--- config.mk ---
export PLATFORM = sky130hd
export DESIGN_NAME = period_match_timer
export DESIGN_NICKNAME = d
export VERILOG_FILES = /design/src/hdl/pm_timer_pkg.sv /design/src/hdl/prescaler.sv /design/src/hdl/period_match_timer.sv
export SDC_FILE = /design/constraint.sdc
export NUM_CORES = 1
export LEC_CHECK = 0
export BUFFER_PORTS_ARGS = -buffer_cell sky130_fd_sc_hd__buf_2
export CAP_MARGIN = 40
export CORE_MARGIN = 3
export CORE_UTILIZATION = 32
export DETAILED_ROUTE_END_ITERATION = 8
export PLACE_DENSITY = 0.66
export SLEW_MARGIN = 0
export SYNTH_ARGS = -nofsm -noshare
export SYNTH_HDL_FRONTEND = slang
export SYNTH_SLANG_ARGS = --single-unit
--- constraint.sdc ---
create_clock -name hclk -period 2.5 [get_ports hclk]
set_input_delay 0.125 -clock hclk [delete_from_list [all_inputs] [get_ports hclk]]
set_output_delay 0.125 -clock hclk [all_outputs]
set_load 0.03 [all_outputs]
--- src/hdl/pm_timer_pkg.sv ---
package pm_timer_pkg;
   // register byte addresses
   localparam logic [7:0] ctrl_off       = 8'h00;
   localparam logic [7:0] count_off      = 8'h04;
   localparam logic [7:0] period_off     = 8'h08;
   localparam logic [7:0] int_status_off = 8'h0c;
   localparam logic [7:0] int_mask_off   = 8'h10;
   // control field positions
   localparam int presc_lsb  = 0;
   localparam int on_bit     = 2;
   localparam int posts_lsb  = 3;
   localparam int ctrl_width = 7;
   // reset values
   localparam logic [6:0] ctrl_rst   = 7'h00;
   localparam logic [7:0] count_rst  = 8'h00;
   localparam logic [7:0] period_rst = 8'hff;
   // prescale divide counts minus one
   localparam logic [3:0] div4_last  = 4'h3;
   localparam logic [3:0] div16_last = 4'hf;
   // interrupt status bit
   localparam int irq_match_bit = 0;

   typedef struct packed {
      logic [3:0] postscale_select;
      logic       timer_on;
      logic [1:0] prescale_select;
   } timer_control_t;

   typedef struct packed {
      logic        wr;
      logic        rd;
      logic [7:0]  addr;
      logic [31:0] wdata;
   } reg_access_t;
endpackage

--- src/hdl/prescaler.sv ---
`timescale 1ns/1ps
module prescaler (
   input  wire logic       hclk,
   input  wire logic       hresetn,
   input  wire logic       clear,
   input  wire logic       run,
   input  wire logic [1:0] prescale_select,
   output logic            tick
);
   logic [3:0] cnt_reg;
   logic [3:0] cnt_next;
   logic [3:0] last;

   // 00 -> 1:1, 01 -> 1:4, 1x -> 1:16
   assign last = prescale_select[1] ? pm_timer_pkg::div16_last :
                 (prescale_select[0] ? pm_timer_pkg::div4_last : 4'h0);
   assign tick = run && !clear && (cnt_reg >= last);
   assign cnt_next = (clear || tick) ? 4'h0 :
                     (run ? cnt_reg + 4'h1 : cnt_reg);

   always_ff @(posedge hclk or negedge hresetn) begin
      if (!hresetn) begin
         cnt_reg <= 4'h0;
      end else begin
         cnt_reg <= cnt_next;
      end
   end

   property p_tick_needs_run;
      @(posedge hclk) disable iff (!hresetn) tick |-> run && !clear;
   endproperty
   a_tick_needs_run: assert property (p_tick_needs_run)
      else $error("prescaler ticked while stopped or cleared");

   property p_div16_spacing;
      @(posedge hclk) disable iff (!hresetn)
         (tick && prescale_select == 2'b10) ##1
         (run && !clear && prescale_select == 2'b10) [*8] |-> !tick;
   endproperty
   a_div16_spacing: assert property (p_div16_spacing)
      else $error("1:16 prescale ticked too early");
endmodule

--- src/hdl/period_match_timer.sv ---
// Decided for this implementation: the register offsets and the AHB-Lite interface to the registers.
`timescale 1ns/1ps
// Overview of operation
// - 8-bit count and period registers, both readable and writable.
// - input clock passes a prescaler of 1:1, 1:4 or 1:16.
// - postscale field bits 6:3 counts matches; value N gives N+1.
// - interrupt raised on count equal period, after the postscaler.
// - match signal offered as gate source to companion timer.
// - match signal offered as shift clock to serial ports.
// - control bit 2 enables timer; cleared stops counting.
// - prescaler and postscaler cleared by count write, control write, reset.
// - control write leaves count register unchanged.
module period_match_timer (
   input  wire logic        hclk,
   input  wire logic        hresetn,
   input  wire logic        hsel,
   input  wire logic [31:0] haddr,
   input  wire logic [1:0]  htrans,
   input  wire logic        hwrite,
   input  wire logic [2:0]  hsize,
   input  wire logic [31:0] hwdata,
   input  wire logic        hready,
   output logic [31:0]      hrdata,
   output logic             hreadyout,
   output logic             hresp,
   output logic             irq,
   output logic             gate_match,
   output logic             shift_clock
);
   // ----------------------------------------------------------------
   // bus slave
   // ----------------------------------------------------------------
   pm_timer_pkg::reg_access_t  acc_reg;
   pm_timer_pkg::reg_access_t  acc_next;
   pm_timer_pkg::timer_control_t ctrl_reg;
   logic [7:0]  count_value_reg;
   logic [7:0]  count_value_next;
   logic [7:0]  period_value_reg;
   logic [3:0]  post_cnt_reg;
   logic [3:0]  post_cnt_next;
   logic        status_reg;
   logic        status_next;
   logic        mask_reg;
   logic        match_pulse_reg;
   logic [31:0] rdata_reg;
   logic [31:0] rdata_next;
   logic        take;
   logic        wr_ctrl;
   logic        wr_count;
   logic        wr_period;
   logic        wr_status;
   logic        wr_mask;
   logic        presc_clear;
   logic        tick;
   logic        match;
   logic        match_tick;
   logic        post_done;
   logic        rd_take;
   logic [31:0] rd_ctrl;
   logic [31:0] rd_count;
   logic [31:0] rd_period;
   logic [31:0] rd_status;
   logic [31:0] rd_mask;

   assign take = hsel && hready && htrans[1];
   assign acc_next.wr    = take && hwrite;
   assign acc_next.rd    = take && !hwrite;
   assign acc_next.addr  = haddr[7:0];
   assign acc_next.wdata = 32'h0;

   assign wr_ctrl   = acc_reg.wr && acc_reg.addr == pm_timer_pkg::ctrl_off;
   assign wr_count  = acc_reg.wr && acc_reg.addr == pm_timer_pkg::count_off;
   assign wr_period = acc_reg.wr && acc_reg.addr == pm_timer_pkg::period_off;
   assign wr_status = acc_reg.wr &&
                      acc_reg.addr == pm_timer_pkg::int_status_off;
   assign wr_mask   = acc_reg.wr && acc_reg.addr == pm_timer_pkg::int_mask_off;

   assign hreadyout = 1'b1;
   assign hresp     = 1'b0;
   assign hrdata    = rdata_reg;

   always_ff @(posedge hclk or negedge hresetn) begin
      if (!hresetn) begin
         acc_reg <= '0;
      end else begin
         acc_reg <= acc_next;
      end
   end

   // ----------------------------------------------------------------
   // read data, registered in the address phase
   // ----------------------------------------------------------------
   assign rd_take   = take && !hwrite;
   assign rd_ctrl   = {25'h0, ctrl_reg};
   assign rd_count  = {24'h0, count_value_reg};
   assign rd_period = {24'h0, period_value_reg};
   assign rd_status = {31'h0, status_reg};
   assign rd_mask   = {31'h0, mask_reg};

   always_comb begin
      rdata_next = 32'h0;
      if (rd_take) begin
         unique case (haddr[7:0])
            pm_timer_pkg::ctrl_off:       rdata_next = rd_ctrl;
            pm_timer_pkg::count_off:      rdata_next = rd_count;
            pm_timer_pkg::period_off:     rdata_next = rd_period;
            pm_timer_pkg::int_status_off: rdata_next = rd_status;
            pm_timer_pkg::int_mask_off:   rdata_next = rd_mask;
            default:                      rdata_next = 32'h0;
         endcase
      end
   end

   always_ff @(posedge hclk or negedge hresetn) begin
      if (!hresetn) begin
         rdata_reg <= 32'h0;
      end else begin
         rdata_reg <= rdata_next;
      end
   end

   // ----------------------------------------------------------------
   // control, period and mask registers
   // ----------------------------------------------------------------
   always_ff @(posedge hclk or negedge hresetn) begin
      if (!hresetn) begin
         ctrl_reg         <= pm_timer_pkg::ctrl_rst;
         period_value_reg <= pm_timer_pkg::period_rst;
         mask_reg         <= 1'b0;
      end else begin
         if (wr_ctrl) begin
            ctrl_reg <= hwdata[pm_timer_pkg::ctrl_width-1:0];
         end
         if (wr_period) begin
            period_value_reg <= hwdata[7:0];
         end
         if (wr_mask) begin
            mask_reg <= hwdata[pm_timer_pkg::irq_match_bit];
         end
      end
   end

   // ----------------------------------------------------------------
   // prescaler
   // ----------------------------------------------------------------
   assign presc_clear = wr_ctrl || wr_count;

   prescaler u_prescaler (
      .hclk            (hclk),
      .hresetn         (hresetn),
      .clear           (presc_clear),
      .run             (ctrl_reg.timer_on),
      .prescale_select (ctrl_reg.prescale_select),
      .tick            (tick)
   );

   // ----------------------------------------------------------------
   // count and match
   // ----------------------------------------------------------------
   assign match      = count_value_reg == period_value_reg;
   assign match_tick = tick && match;

   // control writes never touch the count
   always_comb begin
      count_value_next = count_value_reg;
      if (wr_count) begin
         count_value_next = hwdata[7:0];
      end else if (match_tick) begin
         count_value_next = 8'h00;
      end else if (tick) begin
         count_value_next = count_value_reg + 8'h01;
      end
   end

   always_ff @(posedge hclk or negedge hresetn) begin
      if (!hresetn) begin
         count_value_reg <= pm_timer_pkg::count_rst;
      end else begin
         count_value_reg <= count_value_next;
      end
   end

   // ----------------------------------------------------------------
   // postscaler and match outputs
   // ----------------------------------------------------------------
   assign post_done = match_tick &&
                      post_cnt_reg == ctrl_reg.postscale_select;
   assign post_cnt_next = presc_clear ? 4'h0 :
                          (post_done ? 4'h0 :
                          (match_tick ? post_cnt_reg + 4'h1 : post_cnt_reg));

   always_ff @(posedge hclk or negedge hresetn) begin
      if (!hresetn) begin
         post_cnt_reg    <= 4'h0;
         match_pulse_reg <= 1'b0;
      end else begin
         post_cnt_reg    <= post_cnt_next;
         match_pulse_reg <= match_tick;
      end
   end

   assign gate_match  = match_pulse_reg;
   assign shift_clock = match_pulse_reg;

   // ----------------------------------------------------------------
   // interrupt status, write one to clear, set wins
   // ----------------------------------------------------------------
   assign status_next = post_done ? 1'b1 :
      ((wr_status && hwdata[pm_timer_pkg::irq_match_bit]) ? 1'b0 : status_reg);

   always_ff @(posedge hclk or negedge hresetn) begin
      if (!hresetn) begin
         status_reg <= 1'b0;
      end else begin
         status_reg <= status_next;
      end
   end

   assign irq = status_reg && mask_reg;

   // ----------------------------------------------------------------
   // checks
   // ----------------------------------------------------------------
   property p_stopped_holds;
      @(posedge hclk) disable iff (!hresetn)
         (!ctrl_reg.timer_on && !wr_count) |=> $stable(count_value_reg);
   endproperty
   a_stopped_holds: assert property (p_stopped_holds)
      else $error("count moved while timer off");

   property p_ctrl_keeps_count;
      @(posedge hclk) disable iff (!hresetn)
         wr_ctrl |=> count_value_reg == $past(count_value_reg);
   endproperty
   a_ctrl_keeps_count: assert property (p_ctrl_keeps_count)
      else $error("control write changed count");

   property p_clear_post;
      @(posedge hclk) disable iff (!hresetn)
         presc_clear |=> post_cnt_reg == 4'h0;
   endproperty
   a_clear_post: assert property (p_clear_post)
      else $error("postscaler not cleared");

   property p_match_wraps;
      @(posedge hclk) disable iff (!hresetn)
         (match_tick && !wr_count) |=> count_value_reg == 8'h00;
   endproperty
   a_match_wraps: assert property (p_match_wraps)
      else $error("count did not wrap after match");

   property p_tick_increments;
      @(posedge hclk) disable iff (!hresetn)
         (tick && !match && !wr_count) |=>
            count_value_reg == $past(count_value_reg) + 8'h01;
   endproperty
   a_tick_increments: assert property (p_tick_increments)
      else $error("count did not advance on tick");

   property p_irq_after_post;
      @(posedge hclk) disable iff (!hresetn)
         post_done |=> status_reg ##0 (irq == mask_reg);
   endproperty
   a_irq_after_post: assert property (p_irq_after_post)
      else $error("status not set after postscale");

   property p_postscale_one;
      @(posedge hclk) disable iff (!hresetn)
         (match_tick && ctrl_reg.postscale_select == 4'h0) |-> post_done;
   endproperty
   a_postscale_one: assert property (p_postscale_one)
      else $error("1:1 postscale missed a match");

   property p_gate_follows;
      @(posedge hclk) disable iff (!hresetn)
         match_tick |=> gate_match && shift_clock;
   endproperty
   a_gate_follows: assert property (p_gate_follows)
      else $error("match output missing");

   property p_period_rw;
      @(posedge hclk) disable iff (!hresetn)
         wr_period |=> period_value_reg == $past(hwdata[7:0]);
   endproperty
   a_period_rw: assert property (p_period_rw)
      else $error("period write lost");

   property p_ctrl_high_zero;
      @(posedge hclk) disable iff (!hresetn)
         (take && !hwrite && haddr[7:0] == pm_timer_pkg::ctrl_off) |=>
            hrdata[31:7] == 25'h0;
   endproperty
   a_ctrl_high_zero: assert property (p_ctrl_high_zero)
      else $error("control upper bits not zero");

   property p_status_sticky;
      @(posedge hclk) disable iff (!hresetn)
         (status_reg && !(wr_status && hwdata[pm_timer_pkg::irq_match_bit]))
            |=> status_reg;
   endproperty
   a_status_sticky: assert property (p_status_sticky)
      else $error("status bit lost without a clear");

   property p_status_clear;
      @(posedge hclk) disable iff (!hresetn)
         (wr_status && hwdata[pm_timer_pkg::irq_match_bit] && !post_done)
            |=> !status_reg;
   endproperty
   a_status_clear: assert property (p_status_clear)
      else $error("status bit not cleared by write");

   property p_count_write;
      @(posedge hclk) disable iff (!hresetn)
         wr_count |=> count_value_reg == $past(hwdata[7:0]);
   endproperty
   a_count_write: assert property (p_count_write)
      else $error("count write lost");

   property p_ctrl_write;
      @(posedge hclk) disable iff (!hresetn)
         wr_ctrl |=>
            ctrl_reg == $past(hwdata[pm_timer_pkg::ctrl_width-1:0]);
   endproperty
   a_ctrl_write: assert property (p_ctrl_write)
      else $error("control write lost");

   property p_post_hold;
      @(posedge hclk) disable iff (!hresetn)
         (!match_tick && !presc_clear) |=>
            post_cnt_reg == $past(post_cnt_reg);
   endproperty
   a_post_hold: assert property (p_post_hold)
      else $error("postscaler moved without a match");

   property p_post_advance;
      @(posedge hclk) disable iff (!hresetn)
         (match_tick && !post_done && !presc_clear) |=>
            post_cnt_reg == $past(post_cnt_reg) + 4'h1;
   endproperty
   a_post_advance: assert property (p_post_advance)
      else $error("postscaler did not advance on match");

   property p_off_no_tick;
      @(posedge hclk) disable iff (!hresetn)
         !ctrl_reg.timer_on |-> !tick;
   endproperty
   a_off_no_tick: assert property (p_off_no_tick)
      else $error("prescaler ticked with timer off");

   property p_read_idle;
      @(posedge hclk) disable iff (!hresetn)
         !rd_take |=> hrdata == 32'h0;
   endproperty
   a_read_idle: assert property (p_read_idle)
      else $error("read data left on bus outside data phase");
endmodule

# Word level (Yosys, flattened, before mapping)
# Index checks and enable logic that the tools add are counted.
dict set report totals {
  ff_bits 75
  input_bits 74
  output_inout_bits 37
  elab_cells 66
}
dict set report op_classes {
  n_addsub 3
  order_cmp 1
  eq_ne 10
  mux 14
  reduce_logical 25
}
# cell count
set op_table {}
lappend op_table {{$pmux 8 s5} 1}
lappend op_table {{$eq 8x4->1 const B} 4}
lappend op_table {{$mux 32} 1}
lappend op_table {{$mux 4} 6}
lappend op_table {{$mux 8} 3}
lappend op_table {{$eq 8x3->1 const B} 2}
lappend op_table {{$eq 8x5->1 const B} 2}
lappend op_table {{$logic_not 8->1} 2}
lappend op_table {{$logic_and 1x1->1} 15}
lappend op_table {{$add 4x1->4 const B} 2}
lappend op_table {{$add 8x1->8 const B} 1}
lappend op_table {{$eq 8x8->1} 1}
lappend op_table {{$reduce_bool 3->1} 2}
lappend op_table {{$eq 4x4->1} 1}
lappend op_table {{$ge 4x4->1} 1}
lappend op_table {{$reduce_bool 2->1} 2}
lappend op_table {{$logic_not 1->1} 2}
lappend op_table {{$logic_or 1x1->1} 2}
lappend op_table {{$mux 1} 2}
lappend op_table {{$mux 2} 1}

# Depth between registers and ports, before layout
# Gate-level depths: netlist of run 1.
dict set report logic_depth {
  word_depth 10
  ltp_mapped 8
  depth_no_buf 7
}

# Cells and area by module
# A second synthesis of run 1 with hierarchy kept.
dict set report hier_totals {
  hier_cells 273
  hier_area_um2 2894.0
}
# mod instances cells_each area_per_inst_um2
set by_module_without_submodules {}
lappend by_module_without_submodules {period_match_timer 1 237 2546.2}
lappend by_module_without_submodules {prescaler 1 36 347.8}

# Least setup slack after synthesis of run 1
# Ideal clock, no wire load.
dict set report synth_path {
  path_kind {reg2reg}
  from {register ctrl_reg[1] in the netlist's numbering}
  to {register u_prescaler.cnt_reg[3]}
  arrival_ns 2.242
  t_required_ns 2.418
  slack_ns 0.176
  path_stages_with_launch 8
  n_path_buf 0
  path_cell_list {dfrtp_1 or2_2 ha_1 nand2b_4 a2111oi_4 nor2_2 or4b_1 a31oi_1}
}
dict set report synth_via {
  elab_chain_cells 5
  elab_cells_between_ends 6
}
# item line
set synth_rtl {}
lappend synth_rtl {{from (decl)} period_match_timer.sv:35} ;# pm_timer_pkg::timer_control_t ctrl_reg;
lappend synth_rtl {{from (signal assigned)} period_match_timer.sv:127} ;# ctrl_reg <= pm_timer_pkg::ctrl_rst;
lappend synth_rtl {{from (signal assigned)} period_match_timer.sv:132} ;# ctrl_reg <= hwdata[pm_timer_pkg::ctrl_width-1:0];
lappend synth_rtl {{$mux 4 *} prescaler.sv:15} ;# assign last = prescale_select[1] ? pm_timer_pkg::div16_last :
lappend synth_rtl {{$ge 4x4->1 *} prescaler.sv:17} ;# assign tick = run && !clear && (cnt_reg >= last);
lappend synth_rtl {{$logic_and 1x1->1 *} prescaler.sv:17}
lappend synth_rtl {{$logic_or 1x1->1 *} prescaler.sv:18} ;# assign cnt_next = (clear || tick) ? 4'h0 :
lappend synth_rtl {{$mux 4 / $reduce_bool 2->1 (equally long branches)} -}
lappend synth_rtl {{to (signal assigned)} prescaler.sv:25} ;# cnt_reg <= cnt_next;
lappend synth_rtl {{to (decl)} prescaler.sv:10} ;# logic [3:0] cnt_reg;
# Every way passes the cells marked *; elsewhere a longest branch is shown, timed or not.
# A chain may end at the register's enable or synchronous reset.

# Worst setup path after layout of run 1
# Ends and elaborated chain as after synthesis.

==> results_dict.tcl, run 1 <==
set metrics [dict create \
    status "finished, final reports clean" \
    rsz0062_at_grt "no" \
    placed_cell_area_um2 3070 \
    synth_edf_count 0 \
    hold_path_end "acc_reg[35]" \
    cts_root_buf "clkbuf_8" \
    min_path_type "input pin to register" \
    comb_power_share_pct 11.1 \
    synth_area_per_cell_um2 10.8 \
    vias 1984 \
    worst_path_max_delay_cell "or4b_1" \
    rr_startpoint "ctrl_reg[1]" \
    drtIter0Drc 88 \
    vdd_drop_max_v 0.000338 \
    drc_errors 0 \
    drt_wl_total_mm 5.94 \
    rows 34 \
    core_um2 8760 \
    antenna_found_initial 0 \
    worst_pin_slew_ns 0.597 \
    start_util_pct 33.0 \
    switching_share_pct 26.9 \
    largest_register_ffs 9 \
    via_per_inst 4.78 \
    grt_pass1_wl_mm 9.89 \
    final_common_cell "dfrtp_1" \
    required_ns 2.73 \
    wl_met1_mm 2.82 \
    layout.nets 387 \
    overflow 0 \
    routabilityCongestion 0.840 \
    design.portCount 111 \
    slew_headroom_pct 59.9 \
    period_minus_slack_ns 2.36 \
    firstDrtPassIters 4 \
    top_layer "met4" \
    area_growth_pct 11.6 \
    h-tree-depth 2 \
    period_share_pct 94.6 \
    setup_tns_ns 0 \
    cts_tree "built" \
    reg2reg_slack_ns 0.14 \
    crit_path_end_kind "register" \
    cts_setup_buffers 0 \
    final_cell_area_um2 3230 \
    leakage_nw 1.57 \
    drt-wirelength-per-cell_um 14.3 \
    hp-start "haddr[3]" \
    route.met2.wl_mm 2.82 \
    yosysWarnings 0 \
    ys_seq_elements 51 \
    grt_pass1_vias 1928 \
    critPathMaxFanout 4 \
    maxCapViolCount 0 \
    hold_depth 1 \
    seqPwrFrac_pct 57.5 \
    worst_clock_skew_ns 0.00741 \
    startpoint_type "register" \
    diodes 0 \
    numCtsBuffers 5 \
    port_buffers 32 \
    finalPower_mw 1.49 \
    crit_type "register to register" \
    cp_data_arrival_time_ns 2.59 \
    clk_latency_ns 0.30 \
    drv_slew 0 \
    hold_violations 0 \
    ys.flop_type "dfrtp_1" \
    hpwl_mm 4.33 \
    fmax_mhz 423 \
    clkPwrFrac_pct 31.4 \
    power_density_nw_per_um2 461 \
    layout-drive-gt1-share_pct 27.4 \
    antenna_left 0 \
    grt_usage_pct 12.1 \
    ys_types 51 \
    ys_seq_area_share_pct 44.4 \
    clockBufferDepth 2 \
    die_y_um 101 \
    cts.sinks 51 \
    crit_chain "or2_2, ha_1, nand2b_4, a2111oi_4, nor2_2, or4b_1, a31oi_1" \
    met3_length_um 259 \
    syn_inst 267 \
    grt_max_degree 37 \
    synthesis.area_um2 2890 \
    dieArea_um2 10200 \
    synth-async-reset-ratio_pct 100 \
    p_int_mw 1.09 \
    slowest_delay_ns 0.50 \
    path_clk_slew_ns 0.09 \
    r2r-end "u_prescaler.cnt_reg[3]" \
    reg2reg_depth 7 \
    power_switching_mw 0.401 \
    die_w_um 101 \
    setup_viol 0 \
    final_cell_mix "43 x dfrtp_1, 32 x buf_2, 26 x conb_1" \
]
==> through the flow <==
step / std cells / utilization [%] / hold WS [ns] / setup WS, ns
floorplan: 291 / - / -0.171 / 0.176
global placement: 400 / 35.0 / 0.0674 / 0.136
detailed placement: 400 / 35.0 / 0.0738 / 0.0888
CTS: 415 / 36.8 / 0.0582 / 0.0781
global route: 415 / 36.9 / 0.0559 / 0.0409
finish: 415 / 36.9 / 0.0682 / 0.135
==> worst max-delay path by stage <==
stage	from	slack, ns	cells past startpoint	end
after floorplan	ctrl_reg[1]	0.18	7	u_prescaler.cnt_reg[3]
after global placement	ctrl_reg[1]	0.14	7	count_value_reg[7]
after detailed placement	ctrl_reg[1]	0.09	7	count_value_reg[7]
after CTS	ctrl_reg[1]	0.08	7	count_value_reg[7]
after global routing	ctrl_reg[1]	0.04	7	u_prescaler.cnt_reg[3]
final	ctrl_reg[1]	0.14	7	u_prescaler.cnt_reg[3]
==> power by group through the flow <==
stage	Clock (mW)	Combinational, mW	Sequential, mW
6_report	0.467	0.166	0.856
5_1_grt	0.523	0.183	0.859
2_1_floorplan	0	0.142	0.866
3_3_place_gp	0	0.155	0.871
4_1_cts	0.486	0.166	0.856
3_5_place_dp	0	0.158	0.872
==> critical path: cells and delay by family (launching register included) <==
kind / cells / cell delay, ns
adder cells (fa/ha/maj): 1 / 0.28
AO/OA/AOI/OAI: 2 / 0.55
AND/OR/NAND/NOR: 4 / 1.07
flip-flops: 1 / 0.40
==> timing repair <==
action                                  4_1_cts  5_1_grt
hold buffers                                  7        0
endpoints found under the setup margin        0        8
endpoints found under the hold margin        21        0
resized for setup                             0        1
==> synthesized netlist by cell type (all sizes together) (5+ instances only) <==
cell type  instances  share of area [%]
dfstp              8                7.3
dfrtp             43                 37
o21ai              5               0.86
mux2              15                5.8
xor2              16                4.8
and3               5                1.1
mux2i              7                2.4
and2               5                1.1
nand3              9                1.6
nor2              20                2.7
nor4               5                2.6
clkbuf             5               0.65
a21oi             13                2.2
nand2              9                1.3
ha                 7                3.0
buf               33                8.4
nor3              11                1.9
==> layer usage <==
metal | up-vias | global-route usage (%)
met1 | 968 | 17.2
met5 | - | 0
met4 | 0 | 2.76
li1 | 961 | -
met2 | 49 | 19.3
met3 | 6 | 2.21
==> cell families after synthesis <==
kind of cell / synth area share, %
other cells: 0.260
xor+xnor: 5.75
simple gates: 20.2
mux: 9.04
fa+ha+maj: 3.03
flops: 44.4
compound gates: 7.83
buf+inv: 9.47
==> area by class of cell <==
type / count / area, µm²
inverter: 3 / 11.3
tap: 108 / 135
multi-input combinational: 199 / 1430
sequential: 51 / 1290
fill: 883 / 5530
clock buffer: 6 / 72.6
clock inverter: 2 / 12.5
timing repair buffer: 46 / 283
Power figures use the tool's default switching activity.
==> inputs of run 2 (changes only) <==
BUFFER_PORTS_ARGS = -buffer_cell sky130_fd_sc_hd__clkbuf_2   (was -buffer_cell sky130_fd_sc_hd__buf_2)
SETUP_SLACK_MARGIN = 0.5   (was not set)
==> run 2 against run 1 <==
Routed wire length increased by 2.3%. Fmax increased by 7.3%. Worst hold slack improved by 0.00051 ns. Total power increased by 2.7%. Die area unchanged. Clock skew increased by 0.0058 ns. Combinational power increased by 6%.
==> results_dict.tcl, run 2 (synthesized netlist as in run 1, its figures left out) <==
set metrics [dict create \
    status "finished, final reports clean" \
    worst_pin_slew_ns 0.642 \
    utilization_pct 39.3 \
    fillers 867 \
    grt_pass1_vias 1961 \
    clk_latency_ns 0.31 \
    slowest_delay_ns 0.46 \
    design.portCount 111 \
    vdd_drop_max_v 0.000213 \
    final_common_cell "dfrtp_1" \
    period_share_pct 88.1 \
    maxCapViolCount 0 \
    cts_tree "built" \
    overflow 0 \
    holdWs_ns 0.0687 \
    area_growth_pct 19.0 \
    final_cell_mix "43 x dfrtp_1, 32 x clkbuf_2, 26 x conb_1" \
    drt-wirelength-per-cell_um 14.4 \
    finalPower_mw 1.53 \
    p_int_mw 1.12 \
    rsz0062_at_grt "yes" \
    port_buffers 32 \
    startpoint_type "register" \
    grt_usage_pct 12.1 \
    hpwl_mm 4.23 \
    drc_errors 0 \
    drtIter0Drc 122 \
    cts_root_buf "clkbuf_8" \
    comb_power_share_pct 11.5 \
    min_path_type "input pin to register" \
    period_minus_slack_ns 2.20 \
    rows 34 \
    fmax_mhz 454 \
    antenna_left 0 \
    h-tree-depth 2 \
    diodes 0 \
    core_um2 8760 \
    cts.sinks 51 \
    power_density_nw_per_um2 444 \
    final_cell_area_um2 3440 \
    antenna_found_initial 0 \
    path_clk_slew_ns 0.10 \
    die_y_um 101 \
    place_inst 399 \
    firstDrtPassIters 4 \
    dieArea_um2 10200 \
    largest_register_ffs 9 \
    vias 2044 \
    grt_max_degree 52 \
    grt_pass1_wl_mm 9.63 \
    numCtsBuffers 5 \
    via_per_inst 4.84 \
    setup_viol 0 \
    worst_clock_skew_ns 0.0132 \
    routabilityCongestion 0.820 \
    hold_violations 0 \
    crit_chain "or2_4, ha_4, nand2b_4, a2111oi_4, buf_4, nor2_4, or4b_1, a31oi_1" \
    clkPwrFrac_pct 32.5 \
    slew_headroom_pct 57.2 \
    clockBufferDepth 2 \
    crit_path_end_kind "register" \
    drt_wl_total_mm 6.07 \
    start_util_pct 33.0 \
    cp_data_arrival_time_ns 2.44 \
    switching_share_pct 26.6 \
    die_w_um 101 \
    place_ws_ns 0.271 \
    power_switching_mw 0.407 \
    crit_type "register to register" \
    critPathMaxFanout 4 \
    placed_cell_area_um2 3090 \
    worst_path_max_delay_cell "or4b_1" \
    required_ns 2.74 \
    layout.nets 394 \
    seqPwrFrac_pct 56.0 \
    layout-drive-gt1-share_pct 37.3 \
    final_cells 422 \
    leakage_nw 1.61 \
    setup_tns_ns 0 \
    layout_setup_ws_ns 0.297 \
    drv_slew 0 \
]
[run 2: changes by cell type in the layout (fill, tap and decap cells not counted), moves of 3 or more]
cell      delta
a21oi_1      -3
a21oi_2      +3
buf_2       -32
buf_4        +5
clkbuf_2    +32
ha_1         -3
nor3_1       -7
nor3_2       +7
o21ai_2      +3
or2_4        +3
[run 2: cell type report]
type	instances	area (µm²)	share of cell area [%]
Tap cell	108	135	3.92
Clock buffer	7	86.3	2.51
Timing Repair Buffer	53	343	9.95
Clock inverter	1	5.00	0.145
Multi-Input combinational cell	199	1580	45.8
Sequential cell	51	1290	37.3
Inverter	3	11.3	0.327
[run 2: layer usage]
layer	wire (µm)	vias to the layer above	track usage (%)
met4	67	0	3.58
met2	2980	50	19.3
li1	-	983	-
met5	0	-	0
met1	2790	1004	16.7
met3	238	7	2.28
[run 2: what timing repair did]
item / CTS / global route
hold endpoints to repair: 49 / 0
setup buffers: 4 / 4
endpoints found under the setup margin: 14 / 37
pin swaps: 6 / 14
hold buffers: 7 / 0
resized for setup: 5 / 27
[run 2: critical path: cells and delay by family (launching register included)]
kind | cells | cell delay [ns]
AND/OR/NAND/NOR | 4 | 0.92
AO/OA/AOI/OAI | 2 | 0.43
flip-flops | 1 | 0.39
adder cells (fa/ha/maj) | 1 | 0.21
buffers and inverters | 1 | 0.20
[run 2: power groups by stage]
stage	clock network (mW)	logic, mW	registers, mW
3_5_place_dp	0	0.164	0.872
6_report	0.496	0.176	0.857
3_3_place_gp	0	0.161	0.871
5_1_grt	0.545	0.195	0.859
2_1_floorplan	0	0.147	0.866
4_1_cts	0.512	0.173	0.856
[run 2: path summary, 6_finish.rpt]
check	start	end	cells past startpoint	slack (ns)
worst max-delay path	ctrl_reg[0]	u_prescaler.cnt_reg[3]	8	0.30
worst min-delay path	hwdata[7]	period_value_reg[7]	2	0.07
worst max register to register	ctrl_reg[0]	u_prescaler.cnt_reg[3]	8	0.30
worst min register to register	mask_reg	mask_reg	1	0.52
max in group asynchronous	hresetn	hrdata[1]	3	1.61
min in group asynchronous	hresetn	hrdata[3]	3	0.45
